### config.mk
export PLATFORM = sky130hd
export DESIGN_NAME = bst_tap
export DESIGN_NICKNAME = d
export VERILOG_FILES = /design/src/bst_pkg.sv /design/src/bst_tap.sv
export SDC_FILE = /design/constraint.sdc
export NUM_CORES = 1
export LEC_CHECK = 0
export ABC_AREA = 1
export ABC_CLOCK_PERIOD_IN_PS = 4500
export BUFFER_PORTS_ARGS = -buffer_cell sky130_fd_sc_hd__buf_2
export CELL_PAD_IN_SITES_DETAIL_PLACEMENT = 2
export CELL_PAD_IN_SITES_GLOBAL_PLACEMENT = 2
export CORE_ASPECT_RATIO = 0.8
export CORE_MARGIN = 2
export CORE_UTILIZATION = 30
export CTS_CLUSTER_SIZE = 40
export DETAILED_ROUTE_END_ITERATION = 12
export PLACE_DENSITY = 0.7
export SLEW_MARGIN = 20
export SYNTH_ARGS = -nofsm -noshare
export SYNTH_HDL_FRONTEND = slang
export SYNTH_SLANG_ARGS = --single-unit
### constraint.sdc
create_clock -name sys_clk_i -period 4.5 [get_ports sys_clk_i]
set_clock_uncertainty 0.1 [all_clocks]
set_input_delay 0.225 -clock sys_clk_i [delete_from_list [all_inputs] [get_ports sys_clk_i]]
set_output_delay 0.225 -clock sys_clk_i [all_outputs]
set_load 0.03 [all_outputs]
### src/bst_pkg.sv
// constants for the boundary-scan test access port
// assumes the system clock runs well above the sampled test clock
package bst_pkg;
  localparam int          IR_W        = 4;
  localparam int          ID_W        = 32;
  localparam int          NPINS       = 8;
  localparam int          BSR_W       = 3 * NPINS;
  localparam logic [3:0]  IR_EXTEST   = 4'h0;
  localparam logic [3:0]  IR_CLAMP    = 4'h2;
  localparam logic [3:0]  IR_HIGHZ    = 4'h3;
  localparam logic [3:0]  IR_SAMPLE   = 4'h4;
  localparam logic [3:0]  IR_IDCODE   = 4'hE;
  localparam logic [3:0]  IR_BYPASS   = 4'hF;
  localparam logic [1:0]  IR_CAPTURE  = 2'h1;
  // identification code: arbitrary neutral value, bit 0 forced to one
  localparam logic [31:0] ID_CODE     = 32'h1000_0001;
  typedef enum logic [3:0] {
    ST_RESET, ST_IDLE, ST_SEL_DR, ST_CAP_DR, ST_SH_DR, ST_EX1_DR, ST_PAU_DR, ST_EX2_DR,
    ST_UPD_DR, ST_SEL_IR, ST_CAP_IR, ST_SH_IR, ST_EX1_IR, ST_PAU_IR, ST_EX2_IR, ST_UPD_IR
  } bst_state_type;
endpackage

### src/bst_tap.sv
// boundary-scan test access port with a small boundary chain
// assumes test pins arrive asynchronously and are sampled by sys_clk_i
`timescale 1ns/1ns
module bst_tap
(
  // system
  input  wire logic                       sys_clk_i,
  input  wire logic                       rst_i,
  input  wire logic                       clk_en_i,
  // test pins
  input  wire logic                       test_clock_pin_i,
  input  wire logic                       test_mode_select_i,
  input  wire logic                       test_serial_in_i,
  input  wire logic                       test_reset_n_i,
  output logic                            test_serial_out_o,
  output logic                            test_serial_out_oe_o,
  // core side of the scanned pins
  input  wire logic [bst_pkg::NPINS-1:0]  core_out_i,
  input  wire logic [bst_pkg::NPINS-1:0]  core_oe_i,
  output logic      [bst_pkg::NPINS-1:0]  core_in_o,
  // pad side of the scanned pins
  input  wire logic [bst_pkg::NPINS-1:0]  pad_in_i,
  output logic      [bst_pkg::NPINS-1:0]  pad_out_o,
  output logic      [bst_pkg::NPINS-1:0]  pad_oe_o,
  // status
  output logic      [bst_pkg::IR_W-1:0]   instr_o
);
  // two-stage synchronisers, reset to the pins' idle high level
  logic [3:0] s1_r;
  logic [3:0] s2_r;
  logic       tck_d_r;
  always_ff @(posedge sys_clk_i or posedge rst_i)
    if (rst_i)
    begin
      s1_r    <= 4'hF;
      s2_r    <= 4'hF;
      tck_d_r <= 1'b1;
    end
    else if (clk_en_i)
    begin
      s1_r    <= {test_reset_n_i, test_clock_pin_i, test_mode_select_i, test_serial_in_i};
      s2_r    <= s1_r;
      tck_d_r <= s2_r[2];
    end
  wire trst_n = s2_r[3];
  wire tms    = s2_r[1];
  wire tdi    = s2_r[0];
  wire rise   = clk_en_i && s2_r[2] && !tck_d_r;
  wire fall   = clk_en_i && !s2_r[2] && tck_d_r;
  // test reset low masks every test clock edge
  wire trst_act = clk_en_i && !trst_n;
  wire step     = rise && trst_n;
  wire drop     = fall && trst_n;

  bst_pkg::bst_state_type st_r;
  bst_pkg::bst_state_type st_nxt;
  always_comb
  begin
    unique case (st_r)
      bst_pkg::ST_RESET:  st_nxt = tms ? bst_pkg::ST_RESET  : bst_pkg::ST_IDLE;
      bst_pkg::ST_IDLE:   st_nxt = tms ? bst_pkg::ST_SEL_DR : bst_pkg::ST_IDLE;
      bst_pkg::ST_SEL_DR: st_nxt = tms ? bst_pkg::ST_SEL_IR : bst_pkg::ST_CAP_DR;
      bst_pkg::ST_CAP_DR: st_nxt = tms ? bst_pkg::ST_EX1_DR : bst_pkg::ST_SH_DR;
      bst_pkg::ST_SH_DR:  st_nxt = tms ? bst_pkg::ST_EX1_DR : bst_pkg::ST_SH_DR;
      bst_pkg::ST_EX1_DR: st_nxt = tms ? bst_pkg::ST_UPD_DR : bst_pkg::ST_PAU_DR;
      bst_pkg::ST_PAU_DR: st_nxt = tms ? bst_pkg::ST_EX2_DR : bst_pkg::ST_PAU_DR;
      bst_pkg::ST_EX2_DR: st_nxt = tms ? bst_pkg::ST_UPD_DR : bst_pkg::ST_SH_DR;
      bst_pkg::ST_UPD_DR: st_nxt = tms ? bst_pkg::ST_SEL_DR : bst_pkg::ST_IDLE;
      bst_pkg::ST_SEL_IR: st_nxt = tms ? bst_pkg::ST_RESET  : bst_pkg::ST_CAP_IR;
      bst_pkg::ST_CAP_IR: st_nxt = tms ? bst_pkg::ST_EX1_IR : bst_pkg::ST_SH_IR;
      bst_pkg::ST_SH_IR:  st_nxt = tms ? bst_pkg::ST_EX1_IR : bst_pkg::ST_SH_IR;
      bst_pkg::ST_EX1_IR: st_nxt = tms ? bst_pkg::ST_UPD_IR : bst_pkg::ST_PAU_IR;
      bst_pkg::ST_PAU_IR: st_nxt = tms ? bst_pkg::ST_EX2_IR : bst_pkg::ST_PAU_IR;
      bst_pkg::ST_EX2_IR: st_nxt = tms ? bst_pkg::ST_UPD_IR : bst_pkg::ST_SH_IR;
      bst_pkg::ST_UPD_IR: st_nxt = tms ? bst_pkg::ST_SEL_DR : bst_pkg::ST_IDLE;
    endcase
  end

  // instruction decode
  logic [3:0]              ir_r;
  logic [3:0]              ir_sh_r;
  logic [31:0]             dr_sh_r;
  logic [bst_pkg::BSR_W-1:0] bsr_sh_r;
  logic [bst_pkg::BSR_W-1:0] bsr_up_r;
  logic                    tdo_r;
  logic                    tdo_en_r;
  wire is_ext  = ir_r == bst_pkg::IR_EXTEST;
  wire is_clmp = ir_r == bst_pkg::IR_CLAMP;
  wire is_hz   = ir_r == bst_pkg::IR_HIGHZ;
  wire is_smp  = ir_r == bst_pkg::IR_SAMPLE;
  wire is_id   = ir_r == bst_pkg::IR_IDCODE;
  // highz and unknown codes use bypass
  wire sel_bsr = is_ext || is_smp;
  wire sel_id  = is_id;
  // chain frozen under clamp and highz
  wire bsr_act = sel_bsr;
  wire       in_sh_dr = st_r == bst_pkg::ST_SH_DR;
  wire       in_sh_ir = st_r == bst_pkg::ST_SH_IR;
  wire       cap_dr   = st_r == bst_pkg::ST_CAP_DR;
  wire       upd_dr   = st_r == bst_pkg::ST_UPD_DR;
  wire       cap_ir   = st_r == bst_pkg::ST_CAP_IR;
  wire       upd_ir   = st_r == bst_pkg::ST_UPD_IR;
  wire       go_reset = st_nxt == bst_pkg::ST_RESET;

  // captured pin snapshot: per pin input, enable, output cells
  logic [bst_pkg::BSR_W-1:0] snap;
  // only general pins are in the chain
  for (genvar g = 0; g < bst_pkg::NPINS; g++)
  begin : g_cell
    assign snap[3*g+2] = pad_in_i[g];
    // enable cell takes core_oe_i as it stands
    assign snap[3*g+1] = core_oe_i[g];
    assign snap[3*g]   = core_out_i[g];
  end

  // only extest and clamp hand the pins to the chain
  wire drive_bsr = is_ext || is_clmp;
  assign core_in_o = pad_in_i;
  // pin muxing, one slice per scanned pin
  for (genvar k = 0; k < bst_pkg::NPINS; k++)
  begin : g_pin
    wire out_sel = drive_bsr ? bsr_up_r[3*k]   : core_out_i[k];
    wire oe_sel  = drive_bsr ? bsr_up_r[3*k+1] : core_oe_i[k];
    assign pad_out_o[k] = out_sel;
    assign pad_oe_o[k]  = oe_sel && !is_hz;
  end

  // data register next values
  wire [31:0] dr_cap   = sel_id ? bst_pkg::ID_CODE : 32'h0000_0000;
  // serial in enters at the top of the selected length
  wire [31:0] dr_shift = sel_id ? {tdi, dr_sh_r[31:1]} : {31'h0, tdi};
  wire        out_bit  = in_sh_ir ? ir_sh_r[0] : (sel_bsr ? bsr_sh_r[0] : dr_sh_r[0]);

  always_ff @(posedge sys_clk_i or posedge rst_i)
    if (rst_i)
      st_r <= bst_pkg::ST_RESET;
    else if (trst_act)
      st_r <= bst_pkg::ST_RESET;
    else if (step)
      st_r <= st_nxt;

  always_ff @(posedge sys_clk_i or posedge rst_i)
    if (rst_i)
      ir_r <= bst_pkg::IR_IDCODE;
    else if (trst_act)
      ir_r <= bst_pkg::IR_IDCODE;
    else if (step && go_reset)
      ir_r <= bst_pkg::IR_IDCODE;
    else if (step && upd_ir)
      ir_r <= ir_sh_r;

  // lsb first into the instruction shifter
  always_ff @(posedge sys_clk_i or posedge rst_i)
    if (rst_i)
      ir_sh_r <= 4'h0;
    else if (step && cap_ir)
      ir_sh_r <= {2'b00, bst_pkg::IR_CAPTURE};
    else if (step && in_sh_ir)
      ir_sh_r <= {tdi, ir_sh_r[3:1]};

  always_ff @(posedge sys_clk_i or posedge rst_i)
    if (rst_i)
      dr_sh_r <= 32'h0000_0000;
    else if (step && cap_dr)
      dr_sh_r <= dr_cap;
    else if (step && in_sh_dr)
      dr_sh_r <= dr_shift;

  // chain moves only under sample and extest
  always_ff @(posedge sys_clk_i or posedge rst_i)
    if (rst_i)
      bsr_sh_r <= '0;
    else if (step && cap_dr && bsr_act)
      bsr_sh_r <= snap;
    else if (step && in_sh_dr && bsr_act)
      bsr_sh_r <= {tdi, bsr_sh_r[bst_pkg::BSR_W-1:1]};

  // update latch drives the pins under extest and clamp
  always_ff @(posedge sys_clk_i or posedge rst_i)
    if (rst_i)
      bsr_up_r <= '0;
    else if (step && upd_dr && bsr_act)
      bsr_up_r <= bsr_sh_r;

  // serial out lsb first, changes on falling edge
  always_ff @(posedge sys_clk_i or posedge rst_i)
    if (rst_i)
      tdo_r <= 1'b0;
    else if (drop && (in_sh_ir || in_sh_dr))
      tdo_r <= out_bit;

  // serial out enabled only in the shift states
  always_ff @(posedge sys_clk_i or posedge rst_i)
    if (rst_i)
      tdo_en_r <= 1'b0;
    else if (trst_act)
      tdo_en_r <= 1'b0;
    else if (drop)
      tdo_en_r <= in_sh_dr || in_sh_ir;

  assign test_serial_out_o    = tdo_r;
  assign test_serial_out_oe_o = tdo_en_r;
  assign instr_o              = ir_r;
endmodule

# == Word-level counts from Yosys, hierarchy flattened ==
# Index checks and enable logic that the tools add are counted.
# totals
elab_cells,121
ff_bits,102
input_bits,31
output_inout_bits,30
# classes
reduce_logical,45
eq_ne,19
n_mux,46
# ops
cell,n
$mux 32,3
$mux 24,2
$pmux 4 s12,1
$mux 4,11
$eq 4x4->1 const B,9
$mux 29,1
$logic_and 1x1->1,26
$mux 1,23
$eq 4x3->1 const B,5
$eq 4x2->1 const B,4
$logic_not 4->1,3
$reduce_bool 2->1,5
$mux 2,3
$mux 3,2
$eq 4x1->1 const B,1
$logic_not 1->1,4
$reduce_or 2->1,2
$logic_or 1x1->1,3
$reduce_bool 3->1,1
$reduce_or 3->1,1

# == Logic depth before layout (Yosys ltp) ==
# logic_depth
ltp_word,7
ltp_mapped,12
depth_no_buf,10

# == Worst setup path after synthesis ==
# OpenSTA, ideal clock, no wires.
# synth_timing
path_type,register to output
from,"register ir_r[0], in the netlist instr_o[0]"
to,output pad_oe_o[0] (netlist bit)
required_time_ns,4.175
t_arrival_ns,2.067
n_path_buf,2
path_slack_ns,2.108
stages_incl_launch_ff,7
path_cell_list,dfrtp_1 -> inv_1 -> clkbuf_1 -> nand2_1 -> clkbuf_1 -> nand2_1 -> o21ai_0
# synth_via
elab_chain_len,4
word_cells_on_any_way,7
cone_classes,2 x eq/ne; 1 x mux; 4 x reduce/logical
# synth_lines
item,line_no,source
start: declaration,bst_tap.sv:80,logic [3:0] ir_r;
start signal: assignment,bst_tap.sv:144,ir_r <= bst_pkg::IR_IDCODE;
start signal: assignment,bst_tap.sv:146,ir_r <= bst_pkg::IR_IDCODE;
start signal: assignment,bst_tap.sv:148,ir_r <= bst_pkg::IR_IDCODE;
$eq 4x2->1 / $logic_not 4->1 (equally long branches),"bst_tap.sv:88, bst_tap.sv:87",
$logic_or 1x1->1,bst_tap.sv:117,wire drive_bsr = is_ext || is_clmp;
$mux 1,bst_tap.sv:123,wire oe_sel = drive_bsr ? bsr_up_r[3*k+1] : core_oe_i[k];
$logic_and 1x1->1 *,bst_tap.sv:125,assign pad_oe_o[k] = oe_sel && !is_hz;
end: declaration,bst_tap.sv:24,"output logic [bst_pkg::NPINS-1:0] pad_oe_o,"
# Mark *: on every way between the ends. The rest lies on a longest branch, timed or not.

# == Final worst setup path ==
# layout_timing
from,"register ir_r[3], in the netlist instr_o[3]"
to,output pad_out_o[0] (netlist bit)
# layout_via
elab_chain_len,3
word_cells_on_any_way,4
cone_classes,1 x eq/ne; 1 x mux; 2 x reduce/logical
# layout_lines
item,line_no,source
$eq 4x2->1 / $logic_not 4->1 (equally long branches),"bst_tap.sv:88, bst_tap.sv:87",
$logic_or 1x1->1 *,bst_tap.sv:117,
$mux 1 *,bst_tap.sv:122,wire out_sel = drive_bsr ? bsr_up_r[3*k] : core_out_i[k];
end: declaration,bst_tap.sv:23,"output logic [bst_pkg::NPINS-1:0] pad_out_o,"
# Marked as above.

==> flow_summary.json <==
{
  "multiInputGateArea_um2": 1720,
  "finalHoldViolations": 0,
  "cts-htree-levels": 3,
  "fmax_mhz": 340,
  "critPathLaunch": "instr_o[3]",
  "final_nets": 560,
  "die-area_um2": 16200,
  "insertion_delay_ns": 0.35,
  "port_buffers": 60,
  "grt.overflow.total": 0,
  "setup_viol_count_final": 0,
  "vias": 3661,
  "vias_per_cell": 5.06,
  "leakage_nw": 2.53,
  "hp-start": "pad_in_i[5]",
  "synth-seq-area-share_pct": 52.6,
  "slew_viol_final": 0,
  "cp.required_ns": 4.18,
  "path_clk_slew_ns": 0.06,
  "synth-seq-cells": 95,
  "area_growth_pct": 14.9,
  "synth_top_family_by_area": "compound AO/OA/AOI/OAI gates",
  "hold_path.class": "in2reg",
  "grt_usage_pct": 16.5,
  "wl_per_cell_um": 17.1,
  "ctsLongestPathBuffers": 2,
  "synth_compound_area_share_pct": 20.5,
  "nFillCells": 1686,
  "dp_cells": 702,
  "cts_root_buf": "clkbuf_16",
  "clkSinkCount": 95,
  "period_minus_slack_ns": 2.94,
  "p_per_area_nw_per_um2": 342,
  "antenna_cells": 0,
  "yosysUniqueCellTypes": 31,
  "cts_tree": "yes",
  "critPathMaxFanout": 16,
  "max_cap_violations": 0,
  "ios": 61,
  "fin_ws_ns": 1.56,
  "synthMuxAreaShare_pct": 2.20,
  "drtIter0Drc": 194,
  "wirelength_mm": 12.3,
  "dp_slack_ns": 1.86,
  "critical_path_class": "reg2out",
  "slew_headroom_pct": 36.4,
  "syn_nets": 520,
  "initial_core_util_pct": 30.5,
  "place_congestion": 0.859,
  "synth_cells": 489,
  "drc_errors": 0,
  "end_kind": "output port",
  "fin_cells": 723,
  "ant_nets": 0,
  "grt_antenna_before_repair": 0,
  "rr_startpoint": "st_r[0]",
  "first_pass_iters": 4,
  "synth_fa_ha_area_share_pct": 0,
  "rsz0062_at_grt": "no",
  "power_mw": 1.79,
  "grt_pass1_vias": 3919,
  "fin_tns_setup_ns": 0,
  "synth_area_um2": 4550,
  "cts_setup_buffers": 0,
  "yosys_warnings": 0,
  "place_hpwl_mm": 8.84,
  "grt_pass1_wl_mm": 20.8,
  "start_kind": "register",
  "status": "finished, final reports clean",
  "synth-simple-area-share_pct": 15.1,
  "min_period_over_period_pct": 65.3,
  "die_y_um": 114,
  "tightest_slew_ns": 0.954,
  "vdd_ir_drop_max_mv": 0.181,
  "grt_max_degree": 58,
  "cp.arrival_ns": 2.61,
  "drive_gt1_share_pct": 23.0,
  "syn_area_per_cell_um2": 9.30,
  "core_area_um2": 14900,
  "die_x_um": 142,
  "synthXorXnorAreaFrac_pct": 0,
  "seqCellArea_um2": 2390,
  "cts_made_buffers": 9,
  "rows": 40
}
## final timing paths
kind	to	cells after the start	slack, ns
setup / recovery	pad_out_o[0]	4	1.56
hold / removal	bsr_sh_r[17]	3	0.05
setup reg to reg	bsr_sh_r[9]	12	1.86
hold reg to reg	s1_r[1]	2	0.37
max in group asynchronous	st_r[0]	4	2.69
min in group asynchronous	test_serial_out_oe_o	3	0.50
## per-stage QoR
stage / area [µm²] / hold WS [ns] / utilization, %
finish: 5230 / 0.0536 / 35.0
global route: 5230 / 0.0736 / 35.0
CTS: 5230 / 0.0522 / 35.0
detailed placement: 4880 / 0.343 / 32.7
global placement: 4880 / 0.327 / 32.7
floorplan: 4550 / 0.199 / -
## synthesized netlist by cell type (all sizes together)
cell | instances | share of area, %
o211ai | 14 | 2.3
inv | 48 | 4.0
buf | 32 | 4.7
nand2 | 108 | 9.0
nand4 | 3 | 0.41
nor2 | 30 | 2.5
nand3 | 23 | 2.5
o21ai | 61 | 8.0
a21oi | 5 | 0.55
o22ai | 2 | 0.28
mux2i | 1 | 0.22
a32o | 30 | 6.6
dfstp | 12 | 6.9
o31ai | 2 | 0.33
a31oi | 2 | 0.28
dfrtp | 83 | 46
mux2 | 8 | 2.0
nor3 | 2 | 0.47
o221ai | 10 | 1.9
or3 | 1 | 0.14
a31o | 1 | 0.19
clkbuf | 11 | 0.94
## kinds of logic after synthesis
logic type	Yosys count
AOI/OAI and AO/OA	127
buffers and inverters	91
DFF	95
muxes	9
and+or+nand+nor	167
## worst max-delay path, stage by stage, from the launching register on
cell and delay, ns:
dfstp_2 0.40, nor2_1 0.54, nand2_1 0.65, mux2_2 0.49, buf_2 0.18
## registers in the layout, summed over array words and instances, names as in the netlist
name	count
s2_r	4
st_r	4
bsr_up_r	16
test_serial_out_o	1
s1_r	4
test_serial_out_oe_o	1
instr_o	4
ir_sh_r	4
dr_sh_r	32
bsr_sh_r	24
tck_d_r	1
## timing repair
| item | in CTS | in global routing |
|---|---|---|
| hold buffers | 5 | 0 |
| hold endpoints to repair | 48 | 0 |
| resized for setup | 0 | 0 |
## cell usage in the layout, fill, tap and decap left out, types with 2 or more instances in the layout
cell type and instances:
buf_4 7, inv_1 46, dfstp_2 12, mux2_2 8
clkinv_2 2, nand2_1 106, nand2_2 2, a32o_1 30
o31ai_1 2, clkbuf_1 3, nor2_1 29, nand4_1 3
dlygate4sd3_1 5, o211ai_1 14, buf_2 60, o21ai_0 45
a31oi_1 2, o22ai_1 2, clkbuf_16 9, o21ai_2 16
a21oi_1 5, o221ai_1 10, dfrtp_1 83, nand3_1 23
## layer usage
metal  track usage, %  share of wire [%]
met4             4.00                1.2
met3             3.81                2.6
met1             22.9                 50
met2             26.3                 46
met5                0                  0
## where the power goes
group	total, mW	internal, mW	leakage [nW]	switching, mW
logic	0.129	0.0383	1.20	0.0905
registers	0.887	0.872	1.18	0.0150
clock network	0.769	0.448	0.144	0.322
## final cells by class
type	instances	area share [%]
multi-input combinational	303	32.9
timing repair buffer	72	7.71
clock inverter	3	0.838
sequential	95	45.8
inverter	48	3.47
tap	189	4.52
clock buffer	13	4.79
No activity file was read; power rests on OpenSTA's default activity.
